File: config.mk
export PLATFORM = sky130hd
export DESIGN_NAME = wdt_sleep_ctrl
export DESIGN_NICKNAME = d
export VERILOG_FILES = /design/src/verilog/wdt_sleep_pkg.sv /design/src/verilog/wdt_sleep_ctrl.sv
export SDC_FILE = /design/constraint.sdc
export NUM_CORES = 1
export LEC_CHECK = 0
export BUFFER_PORTS_ARGS = -buffer_cell sky130_fd_sc_hd__buf_2
export CORE_MARGIN = 1.5
export CORE_UTILIZATION = 50
export CTS_CLUSTER_DIAMETER = 40
export DETAILED_ROUTE_END_ITERATION = 7
export PLACE_DENSITY = 0.79
export SLEW_MARGIN = 10
export SYNTH_ARGS = -nofsm -noshare
export SYNTH_HDL_FRONTEND = slang
export SYNTH_SLANG_ARGS = --single-unit
File: constraint.sdc
create_clock -name core_clk_i -period 6.2 [get_ports core_clk_i]
set_input_delay 1.24 -clock core_clk_i [delete_from_list [all_inputs] [get_ports core_clk_i]]
set_output_delay 1.24 -clock core_clk_i [all_outputs]
set_load 0.03 [all_outputs]
File: src/verilog/wdt_sleep_pkg.sv
// Package: constants and types for the watchdog and sleep controller
package wdt_sleep_pkg;
   // ------------------------------------------------------------
   // Clock and timing
   // ------------------------------------------------------------
   localparam int unsigned CLK_HZ          = 10_000_000;
   localparam int unsigned WDT_PERIOD_US   = 18_000;
   localparam int unsigned WDT_BASE_CYC    = (WDT_PERIOD_US / 1000) * (CLK_HZ / 1000);
   localparam int unsigned OST_OSC_PERIODS = 1024;
   localparam int unsigned PS_STAGES       = 7;

   // ------------------------------------------------------------
   // Register map
   // ------------------------------------------------------------
   localparam logic [13:0] OPTION_IDX  = 14'h0081;
   localparam logic [13:0] CONFIG_IDX  = 14'h2007;
   localparam logic [13:0] STATUS_IDX  = 14'h0003;
   localparam logic [7:0]  OPTION_RST  = 8'hff;
   localparam logic [7:0]  STATUS_RST  = 8'h18;

   // Field positions
   localparam int unsigned OPT_PSA    = 3;
   localparam int unsigned OPT_PS_LO  = 0;
   localparam int unsigned CFG_WATCHDOG_ENABLE_FUSE   = 2;
   localparam int unsigned ST_PD      = 3;
   localparam int unsigned ST_TO      = 4;
   localparam logic [1:0]  OSC_RC     = 2'h3;

   localparam logic [15:0] VECTOR_ADDR = 16'h0004;

   // ------------------------------------------------------------
   // Types
   // ------------------------------------------------------------
   typedef enum logic [1:0] {
      ST_RUN   = 2'b00,
      ST_SLEEP = 2'b01,
      ST_OST   = 2'b10
   } pm_state_t;

   typedef struct packed {
      logic ext_pin;
      logic port_change;
      logic ee_done;
      logic timer;
   } irq_vec_t;

   typedef struct packed {
      logic        rd;
      logic        wr;
      logic [13:0] addr;
      logic [7:0]  wdata;
   } reg_req_t;
endpackage : wdt_sleep_pkg
File: src/verilog/wdt_sleep_ctrl.sv
// Watchdog timer, prescaler and power-down controller
//
// Behaviour
// - Interrupt entry pushes only return PC
// - Watchdog runs from its own free clock
// - Expiry while running gives device reset
// - Expiry while asleep wakes, no reset
// - Fuse zero disables watchdog forever
// - Base time-out is eighteen milliseconds
// - Option register assigns prescaler, up to 128
// - Clear or sleep resets counter and prescaler
// - Expiry clears time-out flag
// - Sleep clears watchdog, pd low, to high
// - Pins hold drive state while asleep
// - Watchdog reset never drives master clear
// - Wake on clear, watchdog, pin, port-change or EEPROM-done interrupts
// - Clock-bound peripherals silent while asleep
// - Master clear wake resets, others continue
// - Sleep prefetches the next instruction
// - Wake needs individual enable only
// - Global enable decides vector after wake
// - Pending enabled interrupt makes sleep a no-op
// - Interrupt during sleep: finish, then wake
// - Start-up delay after watchdog or interrupt wake unless RC
module wdt_sleep_ctrl
   import wdt_sleep_pkg::*;
#(
   parameter int unsigned WDT_CYCLES = WDT_BASE_CYC,
   parameter int unsigned OST_CYCLES = OST_OSC_PERIODS
) (
   input  wire logic        core_clk_i,
   input  wire logic        resetn_i,
   input  wire logic        master_clear_pin_n_pin_n_i,
   input  wire logic        sleep_instr_i,
   input  wire logic        watchdog_clear_instr_i,
   input  wire logic [7:0]  config_fuses_i,
   input  wire logic        global_irq_enable_i,
   input  wire irq_vec_t    irq_flag_i,
   input  wire irq_vec_t    irq_enable_i,
   input  wire logic [15:0] pc_i,
   input  wire logic [7:0]  io_out_i,
   input  wire logic [7:0]  io_oe_n_i,
   input  wire reg_req_t    reg_req_i,
   output logic      [7:0]  reg_rdata_o,
   output logic             device_reset_o,
   output logic             core_run_o,
   output logic             osc_drive_en_o,
   output logic             prefetch_o,
   output logic      [15:0] fetch_addr_o,
   output logic             vector_o,
   output logic             stack_push_o,
   output logic      [15:0] push_pc_o,
   output logic             periph_irq_gate_o,
   output logic      [7:0]  io_out_o,
   output logic      [7:0]  io_oe_n_o,
   output logic             master_clear_pin_n_drive_oe_n_o
);
   localparam int unsigned CW = $clog2(WDT_CYCLES + 1);
   localparam int unsigned OW = $clog2(OST_CYCLES + 1);

   // ------------------------------------------------------------
   // Master clear pin synchroniser
   // ------------------------------------------------------------
   logic [2:0] master_clear_pin_n_sync_ff;
   logic       master_clear_pin_n_n_ff;
   always_ff @(posedge core_clk_i) begin
      if (!resetn_i) begin
         master_clear_pin_n_sync_ff <= 3'h7;
         master_clear_pin_n_n_ff    <= 1'b1;
      end else begin
         master_clear_pin_n_sync_ff <= {master_clear_pin_n_sync_ff[1:0], master_clear_pin_n_pin_n_i};
         if (master_clear_pin_n_sync_ff[1] == master_clear_pin_n_sync_ff[2])
            master_clear_pin_n_n_ff <= master_clear_pin_n_sync_ff[2];
      end
   end
   wire logic master_clear_pin_n_rst = !master_clear_pin_n_n_ff;

   // ------------------------------------------------------------
   // Registers and decode
   // ------------------------------------------------------------
   logic [7:0] option_control_ff;
   logic       timeout_flag_n_ff;
   logic       powerdown_flag_n_ff;
   pm_state_t  state_ff;
   pm_state_t  nxt_state;

   wire logic wdt_enabled = config_fuses_i[CFG_WATCHDOG_ENABLE_FUSE];
   wire logic prescaler_assign         = option_control_ff[OPT_PSA];
   wire logic [2:0] rate  = option_control_ff[OPT_PS_LO +: 3];
   wire logic is_rc_osc   = (config_fuses_i[1:0] == OSC_RC);

   // Only sources with their own enable count; global enable ignored here
   wire logic irq_pending = |(irq_flag_i & irq_enable_i);
   // Timer overflow cannot wake: its clock is stopped while asleep
   wire logic wake_irq = irq_flag_i.ext_pin && irq_enable_i.ext_pin ||
                         irq_flag_i.port_change && irq_enable_i.port_change ||
                         irq_flag_i.ee_done && irq_enable_i.ee_done;

   wire logic sleep_take = sleep_instr_i && (state_ff == ST_RUN) && !irq_pending;
   wire logic wdt_clear  = watchdog_clear_instr_i || sleep_take;

   always_ff @(posedge core_clk_i) begin
      if (!resetn_i) begin
         option_control_ff <= OPTION_RST;
      end else if (master_clear_pin_n_rst || device_reset_o) begin
         option_control_ff <= OPTION_RST;
      end else if (reg_req_i.wr && reg_req_i.addr == OPTION_IDX) begin
         option_control_ff <= reg_req_i.wdata;
      end
   end

   always_ff @(posedge core_clk_i) begin
      if (!resetn_i) begin
         reg_rdata_o <= 8'h00;
      end else if (reg_req_i.rd) begin
         case (reg_req_i.addr)
            OPTION_IDX: reg_rdata_o <= option_control_ff;
            CONFIG_IDX: reg_rdata_o <= config_fuses_i;
            STATUS_IDX: reg_rdata_o <= {3'h0, timeout_flag_n_ff, powerdown_flag_n_ff, 3'h0};
            default:    reg_rdata_o <= 8'h00;
         endcase
      end else begin
         reg_rdata_o <= 8'h00;
      end
   end

   // ------------------------------------------------------------
   // Watchdog: prescaler and base counter
   // ------------------------------------------------------------
   // Free-running on core_clk_i, which models the dedicated RC source
   // and is never gated by sleep.
   logic [CW-1:0]        wdt_cnt_ff;
   logic [PS_STAGES-1:0] ps_cnt_ff;
   logic                 wdt_expire;
   logic                 base_tick;
   logic                 ps_tick;

   assign base_tick = (wdt_cnt_ff == CW'(WDT_CYCLES - 1));
   always_comb begin
      if (!prescaler_assign || rate == 3'h0)
         ps_tick = 1'b1;
      else
         ps_tick = (ps_cnt_ff & ((PS_STAGES'(1) << rate) - PS_STAGES'(1))) ==
                   ((PS_STAGES'(1) << rate) - PS_STAGES'(1));
   end
   assign wdt_expire = wdt_enabled && base_tick && ps_tick;

   always_ff @(posedge core_clk_i) begin
      if (!resetn_i || !wdt_enabled) begin
         wdt_cnt_ff <= '0;
         ps_cnt_ff  <= '0;
      end else if (wdt_clear || master_clear_pin_n_rst || wdt_expire) begin
         wdt_cnt_ff <= '0;
         ps_cnt_ff  <= '0;
      end else if (base_tick) begin
         wdt_cnt_ff <= '0;
         ps_cnt_ff  <= prescaler_assign ? ps_cnt_ff + PS_STAGES'(1) : '0;
      end else begin
         wdt_cnt_ff <= wdt_cnt_ff + CW'(1);
      end
   end

   // ------------------------------------------------------------
   // Power state machine
   // ------------------------------------------------------------
   logic [OW-1:0] ost_cnt_ff;
   logic          irq_wake_ff;
   logic          irq_cause;

   // Direct RC wake leaves the same edge the cause is latched, so use the live one
   assign irq_cause = (state_ff == ST_SLEEP) ? (wake_irq && !wdt_expire) : irq_wake_ff;

   always_comb begin
      nxt_state = state_ff;
      case (state_ff)
         ST_RUN: begin
            if (sleep_take)
               nxt_state = ST_SLEEP;
         end
         ST_SLEEP: begin
            if (wdt_expire || wake_irq)
               nxt_state = is_rc_osc ? ST_RUN : ST_OST;
         end
         ST_OST: begin
            if (ost_cnt_ff == OW'(OST_CYCLES - 1))
               nxt_state = ST_RUN;
         end
         default: nxt_state = ST_RUN;
      endcase
   end

   always_ff @(posedge core_clk_i) begin
      if (!resetn_i || master_clear_pin_n_rst) begin
         state_ff <= ST_RUN;
      end else if (device_reset_o) begin
         state_ff <= ST_RUN;
      end else begin
         state_ff <= nxt_state;
      end
   end

   always_ff @(posedge core_clk_i) begin
      if (!resetn_i || state_ff != ST_OST)
         ost_cnt_ff <= '0;
      else
         ost_cnt_ff <= ost_cnt_ff + OW'(1);
   end

   always_ff @(posedge core_clk_i) begin
      if (!resetn_i)
         irq_wake_ff <= 1'b0;
      else if (state_ff == ST_SLEEP && nxt_state != ST_SLEEP)
         irq_wake_ff <= wake_irq && !wdt_expire;
      else if (state_ff == ST_RUN)
         irq_wake_ff <= 1'b0;
   end

   // ------------------------------------------------------------
   // Status flags
   // ------------------------------------------------------------
   always_ff @(posedge core_clk_i) begin
      if (!resetn_i) begin
         timeout_flag_n_ff   <= STATUS_RST[ST_TO];
         powerdown_flag_n_ff <= STATUS_RST[ST_PD];
      end else if (wdt_expire) begin
         timeout_flag_n_ff   <= 1'b0;
      end else if (sleep_take) begin
         timeout_flag_n_ff   <= 1'b1;
         powerdown_flag_n_ff <= 1'b0;
      end else if (watchdog_clear_instr_i) begin
         timeout_flag_n_ff   <= 1'b1;
         powerdown_flag_n_ff <= 1'b1;
      end
   end

   // ------------------------------------------------------------
   // Outputs to core and pins
   // ------------------------------------------------------------
   always_ff @(posedge core_clk_i) begin
      if (!resetn_i) begin
         device_reset_o    <= 1'b0;
         core_run_o        <= 1'b1;
         osc_drive_en_o    <= 1'b1;
         prefetch_o        <= 1'b0;
         fetch_addr_o      <= '0;
         vector_o          <= 1'b0;
         stack_push_o      <= 1'b0;
         push_pc_o         <= '0;
         periph_irq_gate_o <= 1'b1;
         master_clear_pin_n_drive_oe_n_o <= 1'b1;
      end else begin
         device_reset_o    <= master_clear_pin_n_rst || (wdt_expire && state_ff == ST_RUN);
         core_run_o        <= (nxt_state == ST_RUN) && !master_clear_pin_n_rst;
         osc_drive_en_o    <= (nxt_state != ST_SLEEP);
         prefetch_o        <= sleep_take;
         fetch_addr_o      <= pc_i + 16'h0001;
         vector_o          <= (state_ff != ST_RUN) && (nxt_state == ST_RUN) &&
                              irq_cause && global_irq_enable_i;
         stack_push_o      <= (state_ff != ST_RUN) && (nxt_state == ST_RUN) &&
                              irq_cause && global_irq_enable_i;
         push_pc_o         <= pc_i + 16'h0001;
         periph_irq_gate_o <= (nxt_state == ST_RUN);
         master_clear_pin_n_drive_oe_n_o <= 1'b1;
      end
   end

   // Pin states freeze while the core clock is stopped
   always_ff @(posedge core_clk_i) begin
      if (!resetn_i) begin
         io_out_o  <= 8'h00;
         io_oe_n_o <= 8'hff;
      end else if (state_ff == ST_RUN) begin
         io_out_o  <= io_out_i;
         io_oe_n_o <= io_oe_n_i;
      end
   end

   // ------------------------------------------------------------
   // Checks
   // ------------------------------------------------------------
   property p_wdt_reset;
      @(posedge core_clk_i) disable iff (!resetn_i)
      (wdt_expire && state_ff == ST_RUN && !master_clear_pin_n_rst) |=> device_reset_o;
   endproperty
   a_wdt_reset: assert property (p_wdt_reset) else $error("no reset on expiry");

   property p_wdt_wake;
      @(posedge core_clk_i) disable iff (!resetn_i)
      (wdt_expire && state_ff == ST_SLEEP && !master_clear_pin_n_rst) |=> !device_reset_o && state_ff != ST_SLEEP;
   endproperty
   a_wdt_wake: assert property (p_wdt_wake) else $error("sleep expiry not a wake");

   property p_fuse_off;
      @(posedge core_clk_i) disable iff (!resetn_i)
      !wdt_enabled |-> !wdt_expire;
   endproperty
   a_fuse_off: assert property (p_fuse_off) else $error("disabled watchdog expired");

   property p_to_clear;
      @(posedge core_clk_i) disable iff (!resetn_i)
      wdt_expire |=> !timeout_flag_n_ff;
   endproperty
   a_to_clear: assert property (p_to_clear) else $error("time-out flag not cleared");

   property p_sleep_flags;
      @(posedge core_clk_i) disable iff (!resetn_i)
      (sleep_take && !wdt_expire) |=> timeout_flag_n_ff && !powerdown_flag_n_ff && wdt_cnt_ff == '0;
   endproperty
   a_sleep_flags: assert property (p_sleep_flags) else $error("sleep side effects missing");

   property p_sleep_nop;
      @(posedge core_clk_i) disable iff (!resetn_i)
      (sleep_instr_i && irq_pending && state_ff == ST_RUN && !master_clear_pin_n_rst) |=> state_ff == ST_RUN;
   endproperty
   a_sleep_nop: assert property (p_sleep_nop) else $error("sleep not a no-op");

   property p_master_clear_pin_n_pin;
      @(posedge core_clk_i) disable iff (!resetn_i)
      device_reset_o |-> master_clear_pin_n_drive_oe_n_o;
   endproperty
   a_master_clear_pin_n_pin: assert property (p_master_clear_pin_n_pin) else $error("master clear driven");

   property p_io_hold;
      @(posedge core_clk_i) disable iff (!resetn_i)
      (state_ff == ST_SLEEP && $past(state_ff) == ST_SLEEP) |-> $stable(io_out_o) && $stable(io_oe_n_o);
   endproperty
   a_io_hold: assert property (p_io_hold) else $error("pins moved in sleep");

   property p_rc_wake;
      @(posedge core_clk_i) disable iff (!resetn_i)
      (state_ff == ST_SLEEP && wake_irq && is_rc_osc && !master_clear_pin_n_rst) |=> state_ff == ST_RUN;
   endproperty
   a_rc_wake: assert property (p_rc_wake) else $error("RC wake delayed");

   property p_irq_vector;
      @(posedge core_clk_i) disable iff (!resetn_i)
      (state_ff == ST_SLEEP && wake_irq && !wdt_expire && is_rc_osc && global_irq_enable_i && !master_clear_pin_n_rst)
      |=> vector_o && stack_push_o;
   endproperty
   a_irq_vector: assert property (p_irq_vector) else $error("no vector after irq wake");

   property p_vector_gie;
      @(posedge core_clk_i) disable iff (!resetn_i)
      vector_o |-> $past(global_irq_enable_i);
   endproperty
   a_vector_gie: assert property (p_vector_gie) else $error("vector without global enable");
endmodule : wdt_sleep_ctrl

==> impl_table.tex <==
\begin{tabular}{lr}
\hline
Metric & Value \\
\hline
\multicolumn{2}{l}{\textbf{Logic synthesis}} \\
\quad Proportion of synthesized area in mux cells & 0.002370 \\
\quad Average footprint of a synthesized cell & 8.656 µm² \\
\quad Fraction of registers with async set/reset & 0 \\
\quad Mapped Cells & 488 \\
\quad Synth Cell Area & 4224 µm² \\
\quad Post-synthesis compound-gate area fraction & 0.07613 \\
\quad Post-Syn Nets & 571 \\
\quad Number of synthesized flops with an enable pin & 0 \\
\quad Share of the yosys chip area belonging to registers & 0.4692 \\
\quad Dominant cell type by area after synthesis & sky130\_fd\_sc\_hd\_\_dfxtp\_1 \\
\quad Cell with the most instances after synthesis & sky130\_fd\_sc\_hd\_\_dfxtp\_1 \\
\quad Synthesized-area fraction occupied by and/or/nand/nor cells & 0.2894 \\
\quad Post-Synth XOR/XNOR Area & 0.09123 \\
\quad Dominant cells by area after synthesis & sky130\_fd\_sc\_hd\_\_dfxtp\_1, sky130\_fd\_sc\_hd\_\_nand2\_1, sky130\_fd\_sc\_hd\_\_nor2\_1 \\
\quad Number of different library cells in the post-synthesis netlist & 48 \\
\quad Most instantiated flip-flop cell in the synthesis netlist & sky130\_fd\_sc\_hd\_\_dfxtp\_1 \\
\quad Post-Synth Adder-Cell Area & 0.01481 \\
\quad Synthesis Warnings & 0 \\
\quad Number of register bits inferred by synthesis & 99 \\
\quad Commonest cells in the synthesized netlist & sky130\_fd\_sc\_hd\_\_dfxtp\_1, sky130\_fd\_sc\_hd\_\_nand2\_1, sky130\_fd\_sc\_hd\_\_nor2\_1, sky130\_fd\_sc\_hd\_\_nand3\_1, sky130\_fd\_sc\_hd\_\_xor2\_1 \\
\quad Largest family of logic cells by synthesized area & simple AND/OR/NAND/NOR gates \\
\quad Share of Yosys cell area claimed by the top area cell type & 0.4692 \\
\multicolumn{2}{l}{\textbf{Placed design}} \\
\quad Final estimated routing congestion in global placement & 0.8443 \\
\quad Setup slack after placement & 2.998 ns \\
\quad Hpwl dp & 7472 µm \\
\quad Port bufs & 140 \\
\multicolumn{2}{l}{\textbf{Route}} \\
\quad Number of vias in the routed layout & 3699 \\
\quad DRC violations left & 0 \\
\quad Average via count per standard cell & 5.195 \\
\quad WL final & 9734 µm \\
\quad 1st-iter DRT viols & 142 \\
\quad First-pass DRT Iterations & 5 \\
\quad Average wire length per cell after detail routing & 13.67 µm \\
\quad Number of routed nets with antenna violations & 0 \\
\multicolumn{2}{l}{\textbf{Cells and area}} \\
\quad Count of nets after finishing & 685 \\
\quad Fraction of final layout cells with drive strength greater than 1 & 0.2669 \\
\quad Synth-to-Final Area Change & 19.46\% \\
\quad Antenna cell count & 0 \\
\multicolumn{2}{l}{\textbf{Clock network}} \\
\quad Clock transition at the registers of the reported paths & 0.10 ns \\
\quad CTS tree & done \\
\quad Clock Tree Root & sky130\_fd\_sc\_hd\_\_clkbuf\_8 \\
\quad CTS H-Tree Depth & 3 \\
\quad Sink count of the clock tree & 99 \\
\quad Number of hold-repair buffers added at the cts stage & 0 \\
\quad Number of buffers created by CTS & 9 \\
\quad Post-CTS setup-driven buffer insertion count & 0 \\
\quad Skew-Pair Late Insertion Delay & 0.35 ns \\
\quad Bufs on Longest Clock Path & 2 \\
\quad Post-CTS sizing & 0 \\
\multicolumn{2}{l}{\textbf{Critical path}} \\
\quad Kind of capture point of the worst setup path & flip-flop \\
\quad R2r endpoint & core\_run\_o \\
\quad Biggest fanout along the worst timing path & 8 \\
\quad Slack of the worst reg-to-reg path & 3.16 ns \\
\quad Crit Path Class & flip-flop to flip-flop \\
\quad Worst-path cell chain & or3b\_2, ha\_1, and3b\_1, o21ai\_0, a31oi\_1, nand4bb\_1, a221o\_1, a32oi\_2, o21ai\_1 \\
\quad Crit-path max cell delay & 0.49 ns \\
\quad Slowest stage cell on the critical path & sky130\_fd\_sc\_hd\_\_dfxtp\_1 \\
\quad Reg2Reg Launch Point & option\_control\_ff[0] \\
\quad Crit start category & flip-flop \\
\quad Cell count of the worst reg-to-reg path & 9 \\
\quad Endpoint arrival time on the critical path & 3.24 ns \\
\quad Required time reported for the critical path endpoint & 6.40 ns \\
\multicolumn{2}{l}{\textbf{GRT}} \\
\quad Global-route wire length before repair & 15170 µm \\
\quad GR Util All Layers & 0.2161 \\
\quad Largest net degree at the start of global routing & 49 \\
\quad Via count of the first global-routing pass & 3363 \\
\quad Initial antenna violation count & 0 \\
\quad Global route total overflow & 0 \\
\multicolumn{2}{l}{\textbf{Timing}} \\
\quad Highest Clock Rate & 328.5 MHz \\
\quad Setup repair after global routing missed its margin & false \\
\quad Number of max-slew violations in the final report & 0 \\
\quad Max Clock Skew & 0.01230 ns \\
\quad Sum of negative setup slack & 0 ns \\
\quad Hold\_ws & 0.4323 ns \\
\quad Hold violation count in the final report & 0 \\
\quad Setup-failing EPs final & 0 \\
\quad Slew @ Worst Pin & 1.034 ns \\
\quad Final setup margin & 3.156 ns \\
\quad Remaining max-slew budget at the tightest pin & 0.3081 \\
\quad Period utilization & 0.4910 \\
\quad Post-layout min period & 3.044 ns \\
\multicolumn{2}{l}{\textbf{Floorplan}} \\
\quad Overall die area & 9009 µm² \\
\quad Die Wd & 94.92 µm \\
\quad Num rows & 33 \\
\quad Core area & 8217 µm² \\
\quad Die boundary height & 94.92 µm \\
\quad Top-Level Pins & 142 \\
\quad Initial core utilization & 0.5141 \\
\multicolumn{2}{l}{\textbf{Hold path}} \\
\quad Worst hold path type & flip-flop to flip-flop \\
\quad Hold Path End & master\_clear\_pin\_n\_sync\_ff[1] \\
\quad Critical hold path startpoint & master\_clear\_pin\_n\_sync\_ff[0] \\
\quad Worst hold stages & 1 \\
\multicolumn{2}{l}{\textbf{Pwr}} \\
\quad Cell leakage power & 2.179 nW \\
\quad Worst VDD drop & 0.0001273 V \\
\quad Pwr/cell area & 240.1 nW/µm² \\
\multicolumn{2}{l}{\textbf{Run status}} \\
\quad Run status & completed \\
\multicolumn{2}{l}{\textbf{Job}} \\
\quad Max-Cap Viols & 0 \\
\hline
\end{tabular}
==> cell families (layout without fill, tap and decap cells) <==
logic type | after synthesis | in the layout
adders and majority gates | 5 | 5
other | 1 | 1
AOI/OAI and AO/OA | 47 | 47
muxes | 1 | 1
DFF | 99 | 99
buffers and inverters | 43 | 162
and+or+nand+nor | 248 | 248
xor gates and xnor gates | 44 | 44
==> critical path, delay by kind of cell, from the launching register on <==
kind | cells | cell delay, ns
AO/OA/AOI/OAI | 5 | 1.11
AND/OR/NAND/NOR | 3 | 1.05
flip-flops | 1 | 0.49
adder cells (fa/ha/maj) | 1 | 0.26
==> worst max path at each step <==
stage	startpoint	end	slack, ns	cells after the start
3_5_place_dp	irq_flag_i[2]	core_run_o	3.00	7
2_1_floorplan	reg_req_i[16]	option_control_ff[3]	3.31	8
3_3_place_gp	resetn_i	wdt_cnt_ff[6]	3.09	5
6_report	option_control_ff[0]	core_run_o	3.16	9
4_1_cts	option_control_ff[0]	core_run_o	3.18	9
5_1_grt	option_control_ff[0]	core_run_o	2.98	9
==> routing by layer <==
metal / vias to the layer above / part of all wire / global-route usage
met5: - / 0 / 0
li1: 1859 / - / -
met4: 0 / 0.013 / 0.08831
met3: 10 / 0.061 / 0.04348
met2: 118 / 0.50 / 0.3726
met1: 1712 / 0.42 / 0.2612
==> registers in the layout, summed over array words and instances (netlist names) <==
register,count
core_run_o,1
prefetch_o,1
state_ff,2
powerdown_flag_n_ff,1
irq_wake_ff,1
option_control_ff,8
timeout_flag_n_ff,1
wdt_cnt_ff,18
device_reset_o,1
ost_cnt_ff,11
io_out_o,8
reg_rdata_o,8
ps_cnt_ff,7
osc_drive_en_o,1
io_oe_n_o,8
master_clear_pin_n_n_ff,1
master_clear_pin_n_sync_ff,3
periph_irq_gate_o,1
stack_push_o,1
push_pc_o,16
==> cell usage in the layout (no fill, tap or decap), types with 2 or more instances in the layout <==
| master | count |
|---|---|
| sky130_fd_sc_hd__and3_1 | 10 |
| sky130_fd_sc_hd__o21ai_0 | 11 |
| sky130_fd_sc_hd__a21oi_1 | 8 |
| sky130_fd_sc_hd__buf_2 | 140 |
| sky130_fd_sc_hd__clkinv_4 | 2 |
| sky130_fd_sc_hd__clkinvlp_4 | 2 |
| sky130_fd_sc_hd__a31oi_1 | 2 |
| sky130_fd_sc_hd__dfxtp_1 | 99 |
| sky130_fd_sc_hd__a22oi_1 | 7 |
| sky130_fd_sc_hd__and2_1 | 21 |
| sky130_fd_sc_hd__nand2_1 | 77 |
| sky130_fd_sc_hd__nor2_1 | 56 |
| sky130_fd_sc_hd__inv_1 | 6 |
| sky130_fd_sc_hd__and4_1 | 2 |
| sky130_fd_sc_hd__clkbuf_8 | 10 |
| sky130_fd_sc_hd__nand3_1 | 33 |
| sky130_fd_sc_hd__nand3b_1 | 3 |
| sky130_fd_sc_hd__nor3_1 | 2 |
| sky130_fd_sc_hd__a21boi_0 | 8 |
| sky130_fd_sc_hd__nand4b_1 | 3 |
| sky130_fd_sc_hd__ha_1 | 5 |
| sky130_fd_sc_hd__nand4_1 | 15 |
| sky130_fd_sc_hd__xnor2_1 | 20 |
| sky130_fd_sc_hd__nor2b_1 | 3 |
| sky130_fd_sc_hd__nand2b_1 | 4 |
| sky130_fd_sc_hd__nor4_1 | 5 |
| sky130_fd_sc_hd__xor2_1 | 24 |
| sky130_fd_sc_hd__or3_1 | 4 |
| sky130_fd_sc_hd__a222oi_1 | 3 |
==> power by group <==
part | switching, mW | internal (mW)
Combinational | 0.0877 | 0.0482
Sequential | 0.00808 | 0.652
Clock | 0.216 | 0.199
==> metrics by stage <==
step / cells / cell area, µm² / utilization / total power, mW
global route: 712 / 5046 / 0.6141 / 1.267
floorplan: 488 / 4224 / - / 0.7624
global placement: 696 / 4842 / 0.5893 / 0.8089
CTS: 712 / 5046 / 0.6141 / 1.222
finish: 712 / 5046 / 0.6141 / 1.212
detailed placement: 696 / 4842 / 0.5893 / 0.8116
==> layout make-up <==
class / instances / area, µm²
Multi-Input combinational cell: 346 / 2006
Tap cell: 105 / 131.4
Sequential cell: 99 / 1982
Clock buffer: 11 / 141.4
Clock inverter: 5 / 62.56
Fill cell: 739 / 3171
Inverter: 6 / 22.52
Timing Repair Buffer: 140 / 700.7
(Power assumes the default switching activity.)
